`src/inc/core_state_pkg.sv`:
```
// constants for the core state block: flags, register file, stack pointer
// assumes a single core clock and a data/io access port from the core
// Function
// RULE1: global interrupt enable lives in flag bit 7 and gates interrupts.
// RULE2: with global enable clear, no interrupt is taken whatever source enables say.
// RULE3: taking an interrupt clears global enable; return-from-irq sets it.
// RULE4: set-interrupt op sets global enable, clear-interrupt op clears it.
// RULE5: flag bit 6 is a one-bit store for bit store and bit load ops.
// RULE6: flag bit 5 holds low nibble carry from arithmetic that defines it.
// RULE7: flag bit 4 always equals negative xor overflow.
// RULE8: flag bit 3 holds two's complement overflow.
// RULE9: flag bit 2 set on negative result, else cleared.
// RULE10: flag bit 1 set on zero result, else cleared.
// RULE11: flag bit 0 holds carry of the operation.
// RULE12: register file offers 8r/8w, 2x8r/8w, 2x8r/16w and 16r/16w access.
// RULE13: 32 working registers appear at data addresses 0x00 to 0x1F.
// RULE14: registers 26..31 form three pointers, low byte at even address.
// RULE15: pointers support displacement, post increment and pre decrement.
// RULE16: stack grows down; one byte push decrements, pop increments by 1.
// RULE17: calls and interrupt entry decrement stack pointer by 2.
// RULE18: subroutine and interrupt returns increment stack pointer by 2.
// RULE19: stack pointer resets to last SRAM address.
// RULE20: stack pointer is two io registers, high 0x3E, low 0x3D.
// RULE21: core runs straight off system clock, no division.
// RULE22: read two operands, compute, write back in one cycle. Operand reads are registered and arrive a cycle after the index.
package core_state_pkg;
    localparam int unsigned FLAG_IRQ_EN = 7;
    localparam int unsigned FLAG_BIT_STORE = 6;
    localparam int unsigned FLAG_HALF = 5;
    localparam int unsigned FLAG_SIGN = 4;
    localparam int unsigned FLAG_OVF = 3;
    localparam int unsigned FLAG_NEG = 2;
    localparam int unsigned FLAG_ZERO = 1;
    localparam int unsigned FLAG_CARRY = 0;
    localparam logic [7:0] FLAGS_RESET = 8'h00;
    localparam int unsigned NUM_REGS = 32;
    localparam logic [15:0] REGS_FIRST_ADDR = 16'h0000;
    localparam logic [15:0] REGS_LAST_ADDR = 16'h001F;
    localparam logic [4:0] PTR_FIRST_LOW = 5'h1A;
    localparam logic [4:0] PTR_SECOND_LOW = 5'h1C;
    localparam logic [4:0] PTR_THIRD_LOW = 5'h1E;
    localparam logic [5:0] IO_SP_LOW = 6'h3D;
    localparam logic [5:0] IO_SP_HIGH = 6'h3E;
    localparam logic [5:0] IO_FLAGS = 6'h3F;
    localparam logic [15:0] LAST_SRAM_ADDRESS = 16'h08FF;
    localparam int unsigned SP_BITS = 12;
    typedef enum logic [2:0] {
        SP_HOLD, SP_PUSH1, SP_POP1, SP_PUSH2, SP_POP2
    } sp_op_t;
    typedef enum logic [1:0] {
        PTR_DISP, PTR_POST_INC, PTR_PRE_DEC
    } ptr_mode_t;
    typedef enum logic [1:0] {
        IE_KEEP, IE_SET, IE_CLEAR
    } ie_op_t;
endpackage : core_state_pkg

```
`src/hdl/stack_pointer_unit.sv`:
```
// stack pointer with io byte access and push/pop stepping
// assumes io writes and stack ops are never issued in the same cycle
`timescale 1ns/10ps
`default_nettype none
module stack_pointer_unit #(
    parameter int unsigned SP_WIDTH = core_state_pkg::SP_BITS,
    parameter logic [15:0] RESET_VALUE = core_state_pkg::LAST_SRAM_ADDRESS
) (
    input wire logic clk_sys_i,
    input wire logic sys_rst_i,
    input wire core_state_pkg::sp_op_t op_i,
    input wire logic wr_low_i,
    input wire logic wr_high_i,
    input wire logic [7:0] wdata_i,
    output logic [15:0] sp_o
);
    logic [SP_WIDTH-1:0] sp;
    logic [SP_WIDTH-1:0] next_sp;
    logic [15:0] sp_wide;
    logic [15:0] step_sp;
    assign sp_wide = {{(16 - SP_WIDTH){1'b0}}, sp};
    assign step_sp = (op_i == core_state_pkg::SP_PUSH1) ? sp_wide - 16'h0001 : // RULE16
                     (op_i == core_state_pkg::SP_POP1) ? sp_wide + 16'h0001 : // RULE16
                     (op_i == core_state_pkg::SP_PUSH2) ? sp_wide - 16'h0002 : // RULE17
                     (op_i == core_state_pkg::SP_POP2) ? sp_wide + 16'h0002 : // RULE18
                     sp_wide;
    always_comb begin
        next_sp = step_sp[SP_WIDTH-1:0];
        if (wr_low_i) begin
            next_sp[7:0] = wdata_i; // RULE20
        end
        if (wr_high_i) begin
            next_sp[SP_WIDTH-1:8] = wdata_i[SP_WIDTH-9:0]; // RULE20
        end
    end
    always_ff @(posedge clk_sys_i) begin
        if (sys_rst_i) begin
            sp <= RESET_VALUE[SP_WIDTH-1:0]; // RULE19
        end else begin
            sp <= next_sp;
        end
    end
    assign sp_o = sp_wide;
endmodule : stack_pointer_unit
`default_nettype wire

```
`src/hdl/flags_unit.sv`:
```
// core flag register: interrupt enable, bit store, alu flags
// assumes alu supplies raw flag values and an update mask each cycle
`timescale 1ns/10ps
`default_nettype none
module flags_unit (
    input wire logic clk_sys_i,
    input wire logic sys_rst_i,
    input wire core_state_pkg::ie_op_t ie_op_i,
    input wire logic irq_taken_i,
    input wire logic bit_store_op_i,
    input wire logic bit_store_val_i,
    input wire logic [5:0] alu_flags_i,
    input wire logic [5:0] alu_mask_i,
    input wire logic io_wr_i,
    input wire logic [7:0] io_wdata_i,
    output logic [7:0] flags_o
);
    logic [7:0] flags;
    logic [7:0] next_flags;
    logic [5:0] merged;
    // bits 5 and 3..0 follow the alu where its mask says so; bit 4 is rebuilt from bits 2 and 3
    assign merged = (flags[5:0] & ~alu_mask_i) | (alu_flags_i & alu_mask_i); // RULE6 RULE8 RULE9 RULE10 RULE11
    always_comb begin
        next_flags = io_wr_i ? io_wdata_i : {flags[7:6], merged};
        if (bit_store_op_i) begin
            next_flags[core_state_pkg::FLAG_BIT_STORE] = bit_store_val_i; // RULE5
        end
        case (ie_op_i)
            core_state_pkg::IE_SET: next_flags[core_state_pkg::FLAG_IRQ_EN] = 1'b1; // RULE3 RULE4
            core_state_pkg::IE_CLEAR: next_flags[core_state_pkg::FLAG_IRQ_EN] = 1'b0; // RULE4
            default: ;
        endcase
        if (irq_taken_i) begin
            next_flags[core_state_pkg::FLAG_IRQ_EN] = 1'b0; // RULE3
        end
        next_flags[core_state_pkg::FLAG_SIGN] = next_flags[core_state_pkg::FLAG_NEG]
            ^ next_flags[core_state_pkg::FLAG_OVF]; // RULE7
    end
    always_ff @(posedge clk_sys_i) begin
        if (sys_rst_i) begin
            flags <= core_state_pkg::FLAGS_RESET;
        end else begin
            flags <= next_flags;
        end
    end
    assign flags_o = flags;
endmodule : flags_unit
`default_nettype wire

```
`src/hdl/cpu_flags_regfile_stack.sv`:
```
// core state: flags, 32-entry register file, pointer pairs, stack pointer
// assumes decoder drives one-cycle controls; single clock straight from source
`timescale 1ns/10ps
`default_nettype none
module cpu_flags_regfile_stack #(
    parameter int unsigned SP_WIDTH = core_state_pkg::SP_BITS,
    parameter logic [15:0] SRAM_LAST = core_state_pkg::LAST_SRAM_ADDRESS
) (
    input wire logic clk_sys_i, // RULE21
    input wire logic sys_rst_i,
    // operand reads
    input wire logic [4:0] rd_a_idx_i,
    input wire logic [4:0] rd_b_idx_i,
    input wire logic rd_wide_i,
    output logic [15:0] rd_a_data_o,
    output logic [7:0] rd_b_data_o,
    // result write
    input wire logic wr_en_i,
    input wire logic wr_wide_i,
    input wire logic [4:0] wr_idx_i,
    input wire logic [15:0] wr_data_i,
    // flags from alu
    input wire logic [5:0] alu_flags_i,
    input wire logic [5:0] alu_mask_i,
    // bit copy
    input wire logic bit_store_op_i,
    input wire logic bit_load_op_i,
    input wire logic [4:0] bit_reg_i,
    input wire logic [2:0] bit_sel_i,
    // interrupt control
    input wire logic irq_request_i,
    input wire logic irq_taken_i,
    input wire core_state_pkg::ie_op_t ie_op_i,
    output logic irq_accept_o,
    // stack
    input wire core_state_pkg::sp_op_t sp_op_i,
    // pointer addressing
    input wire logic ptr_en_i,
    input wire logic [1:0] ptr_sel_i,
    input wire core_state_pkg::ptr_mode_t ptr_mode_i,
    input wire logic [5:0] ptr_disp_i,
    output logic [15:0] ptr_addr_o,
    // data space and io access
    input wire logic ds_wr_i,
    input wire logic [15:0] ds_addr_i,
    input wire logic [7:0] ds_wdata_i,
    output logic [7:0] ds_rdata_o,
    output logic ds_hit_o,
    input wire logic io_wr_i,
    input wire logic [5:0] io_addr_i,
    input wire logic [7:0] io_wdata_i,
    output logic [7:0] io_rdata_o,
    output logic io_hit_o,
    output logic [7:0] flags_o,
    output logic [15:0] sp_o
);
    logic [7:0] regs [core_state_pkg::NUM_REGS];
    logic [7:0] flags;
    logic [15:0] sp;
    logic [7:0] rd_a_lo;
    logic [7:0] rd_a_hi;
    logic [7:0] rd_b;
    logic [4:0] ptr_low_idx;
    logic [15:0] ptr_val;
    logic [15:0] ptr_next;
    logic [15:0] ptr_eff;
    logic ds_reg_hit;
    logic [4:0] ds_idx;
    logic [7:0] ds_rd;
    logic [7:0] io_rd;
    logic io_known;
    logic wr_sp_low;
    logic wr_sp_high;
    logic wr_flags;
    logic bit_value;
    logic [7:0] bit_target;
    logic [7:0] bit_loaded;

    // pointer pair lookup used by both address path and update
    function automatic logic [4:0] ptr_base(input logic [1:0] sel);
        case (sel)
            2'h0: ptr_base = core_state_pkg::PTR_FIRST_LOW; // RULE14
            2'h1: ptr_base = core_state_pkg::PTR_SECOND_LOW; // RULE14
            default: ptr_base = core_state_pkg::PTR_THIRD_LOW; // RULE14
        endcase
    endfunction : ptr_base

    // 16-bit read pairs even index with its odd neighbour
    assign rd_a_lo = regs[rd_wide_i ? {rd_a_idx_i[4:1], 1'b0} : rd_a_idx_i]; // RULE12
    assign rd_a_hi = rd_wide_i ? regs[{rd_a_idx_i[4:1], 1'b1}] : 8'h00; // RULE12
    assign rd_b = regs[rd_b_idx_i]; // RULE12 RULE22

    assign ptr_low_idx = ptr_base(ptr_sel_i);
    assign ptr_val = {regs[ptr_low_idx + 5'h01], regs[ptr_low_idx]}; // RULE14
    assign ptr_next = (ptr_mode_i == core_state_pkg::PTR_POST_INC) ? ptr_val + 16'h0001 : // RULE15
                      (ptr_mode_i == core_state_pkg::PTR_PRE_DEC) ? ptr_val - 16'h0001 : // RULE15
                      ptr_val;
    assign ptr_eff = (ptr_mode_i == core_state_pkg::PTR_DISP) ? ptr_val + {10'h000, ptr_disp_i} : // RULE15
                     (ptr_mode_i == core_state_pkg::PTR_PRE_DEC) ? ptr_next : ptr_val; // RULE15

    assign ds_reg_hit = ds_addr_i <= core_state_pkg::REGS_LAST_ADDR; // RULE13
    assign ds_idx = ds_addr_i[4:0]; // RULE13
    assign ds_rd = ds_reg_hit ? regs[ds_idx] : 8'h00;

    assign wr_sp_low = io_wr_i && io_addr_i == core_state_pkg::IO_SP_LOW; // RULE20
    assign wr_sp_high = io_wr_i && io_addr_i == core_state_pkg::IO_SP_HIGH; // RULE20
    assign wr_flags = io_wr_i && io_addr_i == core_state_pkg::IO_FLAGS;
    assign io_known = io_addr_i == core_state_pkg::IO_SP_LOW
                   || io_addr_i == core_state_pkg::IO_SP_HIGH
                   || io_addr_i == core_state_pkg::IO_FLAGS;
    assign io_rd = (io_addr_i == core_state_pkg::IO_SP_LOW) ? sp[7:0] :
                   (io_addr_i == core_state_pkg::IO_SP_HIGH) ? sp[15:8] :
                   (io_addr_i == core_state_pkg::IO_FLAGS) ? flags : 8'h00;

    assign bit_value = regs[bit_reg_i][bit_sel_i]; // RULE5
    assign bit_target = regs[bit_reg_i];
    always_comb begin
        bit_loaded = bit_target;
        bit_loaded[bit_sel_i] = flags[core_state_pkg::FLAG_BIT_STORE]; // RULE5
    end

    flags_unit u_flags (
        .clk_sys_i(clk_sys_i),
        .sys_rst_i(sys_rst_i),
        .ie_op_i(ie_op_i),
        .irq_taken_i(irq_taken_i),
        .bit_store_op_i(bit_store_op_i),
        .bit_store_val_i(bit_value),
        .alu_flags_i(alu_flags_i),
        .alu_mask_i(alu_mask_i),
        .io_wr_i(wr_flags),
        .io_wdata_i(io_wdata_i),
        .flags_o(flags)
    );

    stack_pointer_unit #(
        .SP_WIDTH(SP_WIDTH),
        .RESET_VALUE(SRAM_LAST)
    ) u_sp (
        .clk_sys_i(clk_sys_i),
        .sys_rst_i(sys_rst_i),
        .op_i(sp_op_i),
        .wr_low_i(wr_sp_low),
        .wr_high_i(wr_sp_high),
        .wdata_i(io_wdata_i),
        .sp_o(sp)
    );

    // register storage; later writes in this list win
    genvar gi;
    generate
        for (gi = 0; gi < core_state_pkg::NUM_REGS; gi++) begin : g_reg
            logic [7:0] next_reg;
            logic wide_lo;
            logic wide_hi;
            logic is_ptr_lo;
            logic is_ptr_hi;
            assign wide_lo = wr_wide_i && gi == {wr_idx_i[4:1], 1'b0};
            assign wide_hi = wr_wide_i && gi == {wr_idx_i[4:1], 1'b1};
            assign is_ptr_lo = ptr_en_i && gi == ptr_low_idx;
            assign is_ptr_hi = ptr_en_i && gi == ptr_low_idx + 5'h01;
            always_comb begin
                next_reg = regs[gi];
                if (is_ptr_lo && ptr_mode_i != core_state_pkg::PTR_DISP) begin
                    next_reg = ptr_next[7:0]; // RULE15
                end
                if (is_ptr_hi && ptr_mode_i != core_state_pkg::PTR_DISP) begin
                    next_reg = ptr_next[15:8]; // RULE15
                end
                if (ds_wr_i && ds_reg_hit && gi == ds_idx) begin
                    next_reg = ds_wdata_i; // RULE13
                end
                if (bit_load_op_i && gi == bit_reg_i) begin
                    next_reg = bit_loaded; // RULE5
                end
                if (wr_en_i && !wr_wide_i && gi == wr_idx_i) begin
                    next_reg = wr_data_i[7:0]; // RULE12 RULE22
                end
                if (wr_en_i && wide_lo) begin
                    next_reg = wr_data_i[7:0]; // RULE12
                end
                if (wr_en_i && wide_hi) begin
                    next_reg = wr_data_i[15:8]; // RULE12
                end
            end
            always_ff @(posedge clk_sys_i) begin
                if (sys_rst_i) begin
                    regs[gi] <= 8'h00;
                end else begin
                    regs[gi] <= next_reg;
                end
            end
        end
    endgenerate

    // registered outputs
    always_ff @(posedge clk_sys_i) begin
        if (sys_rst_i) begin
            rd_a_data_o <= 16'h0000;
            rd_b_data_o <= 8'h00;
            ptr_addr_o <= 16'h0000;
            ds_rdata_o <= 8'h00;
            ds_hit_o <= 1'b0;
            io_rdata_o <= 8'h00;
            io_hit_o <= 1'b0;
            irq_accept_o <= 1'b0;
        end else begin
            rd_a_data_o <= {rd_a_hi, rd_a_lo};
            rd_b_data_o <= rd_b;
            ptr_addr_o <= ptr_eff;
            ds_rdata_o <= ds_rd;
            ds_hit_o <= ds_reg_hit;
            io_rdata_o <= io_rd;
            io_hit_o <= io_known;
            irq_accept_o <= irq_request_i && flags[core_state_pkg::FLAG_IRQ_EN]
                && ie_op_i != core_state_pkg::IE_CLEAR && !irq_taken_i; // RULE1 RULE2
        end
    end

    assign flags_o = flags;
    assign sp_o = sp;
endmodule : cpu_flags_regfile_stack
`default_nettype wire

```
`config.mk`:
```
export PLATFORM = sky130hd
export DESIGN_NAME = cpu_flags_regfile_stack
export DESIGN_NICKNAME = d
export VERILOG_FILES = /design/src/inc/core_state_pkg.sv /design/src/hdl/stack_pointer_unit.sv /design/src/hdl/flags_unit.sv /design/src/hdl/cpu_flags_regfile_stack.sv
export SDC_FILE = /design/constraint.sdc
export NUM_CORES = 2
export LEC_CHECK = 0
export BUFFER_PORTS_ARGS = -buffer_cell sky130_fd_sc_hd__buf_2
export CORE_ASPECT_RATIO = 1.1
export CORE_MARGIN = 4
export CORE_UTILIZATION = 27
export CTS_BUF_LIST = sky130_fd_sc_hd__clkbuf_4
export CTS_CLUSTER_DIAMETER = 150
export CTS_CLUSTER_SIZE = 40
export DETAILED_ROUTE_END_ITERATION = 6
export PLACE_DENSITY_LB_ADDON = 0.05
export SYNTH_ARGS = -nofsm -noshare
export SYNTH_HDL_FRONTEND = slang
export SYNTH_HIERARCHICAL = 1
export SYNTH_SLANG_ARGS = --single-unit
```
`constraint.sdc`:
```
create_clock -name clk_sys_i -period 7.4 [get_ports clk_sys_i]
set_clock_uncertainty 0.05 [all_clocks]
set_input_delay 0.74 -clock clk_sys_i [delete_from_list [all_inputs] [get_ports clk_sys_i]]
set_output_delay 0.74 -clock clk_sys_i [all_outputs]
set_load 0.05 [all_outputs]
```
=== Word level (Yosys, flattened, before mapping) ===
Memory sizes are Yosys's and may differ from the RTL's. A register that Yosys moved wholly into a read port is not among the register bits.
Cells that the tools add are included.

* Register bits: 47
* Memory bits (writable): 256
* Input bits: 116
* Output and inout bits: 83
* Word-level logic and storage cells: 844
* Memories: 1

* Add/subtract/negate cells: 9
* $lt $le $gt $ge: 3
* Eq/ne operators: 215
* Muxes and demuxes: 250
* Bitwise logic cells: 39
* Reductions and logical operators: 317

{| class="wikitable"
|+ Memory list
! memory !! depth !! width !! rd ports !! clocked after Yosys merged registers in !! write ports !! line !! RTL
|-
| regs || 32 || 8 || 7 || 4 || 32 || cpu_flags_regfile_stack.sv:57 || <nowiki>logic [7:0] regs [core_state_pkg::NUM_REGS];</nowiki>
|}

{| class="wikitable"
|+ Operators with widths
! cell !! count
|-
| two-way mux 8 bit || 229
|-
| equality test 5 x 32 -> 1 bit (first input constant) || 15
|-
| equality test 5 bit (first input constant) || 64
|-
| logical AND 1 bit || 265
|-
| equality test 4 x 32 -> 1 bit (first input constant) || 8
|-
| != test 6 bit (second input constant) || 32
|-
| equality test 4 x 5 -> 1 bit (first input constant) || 32
|-
| equality test 3 x 32 -> 1 bit (first input constant) || 4
|-
| equality test 3 x 5 -> 1 bit (first input constant) || 16
|-
| equality test 2 x 32 -> 1 bit (first input constant) || 2
|-
| two-way mux 16 bit || 4
|-
| AND reduction 2 bit || 32
|-
| two-way mux 12 bit || 4
|-
| equality test 2 x 5 -> 1 bit (first input constant) || 8
|-
| equality test 1 x 32 -> 1 bit (first input constant) || 1
|-
| equality test 4 bit (first input constant) || 8
|-
| zero test 32 bit || 1
|-
| OR 1 bit || 32
|-
| equality test 1 x 5 -> 1 bit (first input constant) || 4
|-
| zero test 5 bit || 4
|-
| equality test 6 bit (second input constant) || 3
|-
| adder 16 x 1 -> 16 bit (second input constant) || 1
|-
| adder 16 x 6 -> 16 bit || 1
|-
| equality test 3 x 4 -> 1 bit (first input constant) || 4
|-
| 39 further kinds || 59
|}

=== Logic depth before layout (Yosys ltp) ===
An unclocked memory read counts as a cell.

* Depth in word-level cells: 14
* Mapped depth: 16

=== Cells and area by module ===
The synthesis kept the hierarchy.

{| class="wikitable"
|+ By module, submodules not included
! module !! instances !! cells an instance !! area each (um2) !! sequential area each (um2)
|-
| cpu_flags_regfile_stack || 1 || 3208 || 30171.4 || 8868.5
|-
| stack_pointer_unit || 1 || 252 || 1803.0 || 240.2
|-
| flags_unit || 1 || 40 || 439.2 || 160.2
|}

=== Least setup slack after synthesis ===
OpenSTA, ideal clock, no wires.

* Path kind: in2reg
* Start: in bit_reg_i[1]
* End: mem regs[19][6], data pin
* Library setup time: 270 ps
* Data arrival time: 3436 ps
* Data required time: 7080 ps
* Slack: 3644 ps
* Stages on the path: 11
* Cell sequence: buf_2 buf_1 clkbuf_1 mux4_2 mux4_2 mux2_2 mux2i_4 buf_4 a21oi_1 a222oi_1 nor2_1

{| class="wikitable"
|+ RTL lines
! item !! line !! RTL
|-
| start: declaration || cpu_flags_regfile_stack.sv:28 || <nowiki>input wire logic [4:0] bit_reg_i,</nowiki>
|-
| end: declaration || cpu_flags_regfile_stack.sv:57 ||
|}

==> flow_metrics.env <==
export IMPL_outcome="finished clean"
export IMPL_antenna_found_initial=23
export IMPL_fin_crit_sh_pct=62.2
export IMPL_final_hold_viol_count=0
export IMPL_utilization_pct=29.7
export IMPL_fin_cells=5090
export IMPL_cts_setup_buffers=0
export IMPL_design_area_um2=35400
export IMPL_cp_max_fo=13
export IMPL_post_drt_wl_per_cell_um=40.2
export IMPL_grt_max_degree=65
export IMPL_synth_most_common_cell="nor2_1"
export IMPL_worst_pin_slew_ns=1.35
export IMPL_endpoint_kind="register"
export IMPL_yosys_area_top_type="edfxtp_1"
export IMPL_synth_edf_count=256
export IMPL_crit_slowest_cell="xnor2_4"
export IMPL_r2r_start="regs[26][3]"
export IMPL_synth_top_area_share_pct=23.7
export IMPL_nNetsFinal=3645
export IMPL_crit_path_end="regs[29][6]"
export IMPL_cp_slowest_stage_delay_ns=0.92
export IMPL_synth_cell_type_count=113
export IMPL_cellLeakagePower_nw=11.9
export IMPL_first_iter_violations=5516
export IMPL_setup_worst_path_class="register to register"
export IMPL_whs_ns=0.0719
export IMPL_num_vias=33700
export IMPL_start_kind="register"
export IMPL_fillers=12500
export IMPL_worst_r2r_cell_count=9
export IMPL_start_util_pct=27.2
export IMPL_setup_tns_ns=0
export IMPL_ys_warn_count=6
export IMPL_io_pin_count=199
export IMPL_cp_cell_sequence="mux2_2 > mux2i_1 > nand4_1 > nor4_1 > a41oi_1 > xnor2_4 > nor2_1 > a2111oi_0 > a211oi_1"
export IMPL_cts_max_path_buffers=3
export IMPL_power_density_nw_per_um2=157
export IMPL_grt_pass1_vias=31400
export IMPL_place_ws_ns=2.13
export IMPL_dominantRegCellSynth="edfxtp_1"
export IMPL_port_buffers=192
export IMPL_insertion_delay_ns=1.07
export IMPL_finalWorstSetupSlack_ns=2.80
export IMPL_numClockSinks=335
export IMPL_gr_usage_all_layers_pct=31.4
export IMPL_drive_gt1_share_pct=20.8
export IMPL_synth_avg_cell_area_um2=9.26
export IMPL_maxCapViolations=0
export IMPL_die_y_um=371
export IMPL_holdBufCountCts=26
export IMPL_fmax_mhz=217
export IMPL_viasPerCell=6.62
export IMPL_r2r_end="regs[29][6]"
export IMPL_rsz0062_at_grt="false"
export IMPL_root_buffer="clkbuf_4"
export IMPL_slew_headroom_pct=9.62
export IMPL_ys_seq_elements=335
export IMPL_hp_class="input port to register"
export IMPL_slew_viol_final=0
export IMPL_postSynthCellCount=3500
export IMPL_grt_overflow=0
export IMPL_clkTransAtPathRegs_ns=0.39
export IMPL_grt_pass1_wl_um=274000
export IMPL_ctsResizeCount=0
export IMPL_place_area_um2=34700
export IMPL_rrSetupSlack_ns=2.80
export IMPL_drt_total_wl_um=205000
export IMPL_dieArea_um2=126000
export IMPL_area_growth_syn_to_layout_pct=9.14
export IMPL_ys_top_cells_by_count="nor2_1 (476), nand2_1 (383), mux4_2 (322)"
export IMPL_antenna_left=0
export IMPL_first_pass_iters=6
export IMPL_synth_cell_area_um2=32400
export IMPL_core_area_um2=119000
export IMPL_post_route_min_period_ns=4.60
export IMPL_rows=133
export IMPL_dpl_cell_count=5013
export IMPL_p_total_mw=5.55
export IMPL_async_flop_share_pct=0
export IMPL_hpwl_um=145000
export IMPL_setup_viol=0
export IMPL_crit_arrival_ns=5.35
export IMPL_synth_area_top_cells="edfxtp_1 (24%), mux4_2 (22%), nor2_1 (5.5%), dfxtp_1 (4.9%), nand2_1 (4.4%)"
export IMPL_ir_drop_mv=0.112
export IMPL_drc=0
export IMPL_startpoint="regs[26][3]"
export IMPL_gp_congestion=0.944
export IMPL_yosysSeqAreaShare_pct=28.6
export IMPL_cts_made_buffers=17
export IMPL_htree_levels=1
export IMPL_cts_tree="built"
export IMPL_die_x_um=338
export IMPL_crit_required_ns=8.15
cell families after synthesis:
| group | synth area share, % |
|---|---|
| simple gates | 18.4 |
| compound gates | 19.3 |
| mux | 26.8 |
| buf+inv | 4.76 |
| flops | 28.6 |
| xor+xnor | 1.29 |
| fa+ha+maj | 0.934 |
| other cells | 0.0116 |
critical path, delay by kind of cell, from the launching register on:
family          cells  cell delay (ns)
mux                 2             1.17
flops               1             0.62
compound gates      3             0.72
simple gates        3             0.85
xor+xnor            1             0.92
layout make-up:
type                       count  area (um2)  area share, %
clock inverter                12         208          0.587
antenna                       22        55.1          0.156
clock buffer                  17         128          0.361
multi-input combinational   2813       21700           61.4
timing repair buffer         301        1900           5.38
sequential                   335        9270           26.2
inverter                      38         143          0.403
tap                         1552        1940           5.49
placed cells by master (no fill, tap or decap), types with 60 or more instances in the layout:
cell      instances
o21ai_0         229
buf_2           180
a21oi_1         258
buf_4            91
nor2_1          476
mux2i_1          81
nor3_1          111
dfxtp_1          79
mux4_2          322
nand2_1         383
nand3_1         100
edfxtp_1        256
o221ai_1         60
routing by layer:
metal / share of wire (%) / vias to the layer above / GRT usage [%]
met1: 41 / 17000 / 42.9
met2: 42 / 2573 / 46.5
li1: - / 13700 / -
met4: 4.7 / 6 / 12.8
met5: 0.075 / - / 0.733
met3: 12 / 438 / 8.91
registers in the layout, summed over array words and instances, names as in the netlist, named ones only:
register / count
ptr_addr_o: 16
regs: 256
u_sp/sp: 12
io_hit_o: 1
rd_a_data_o: 16
u_flags/flags_o: 5
io_rdata_o: 8
irq_accept_o: 1
ds_rdata_o: 8
rd_b_data_o: 8
ds_hit_o: 1
how the worst min path moves through the flow:
stage | from | to | slack (ns) | cells past startpoint
floorplan | u_flags/flags_o[7] | irq_accept_o | 0.62 | 2
global placement | u_flags/flags_o[7] | irq_accept_o | 0.43 | 2
detailed placement | u_flags/flags_o[4] | io_rdata_o[4] | 0.45 | 2
CTS | rd_wide_i | rd_a_data_o[12] | 0.004 | 3
global route | sys_rst_i | rd_b_data_o[3] | 0.04 | 2
finish | rd_wide_i | rd_a_data_o[12] | 0.07 | 3
where the power goes:
part,internal (mW),switching [mW],total [mW]
Combinational,0.705,1.42,2.12
Clock,0.227,0.828,1.05
Sequential,2.14,0.232,2.37
Total,3.07,2.48,5.55
(Power assumes the default switching activity.)
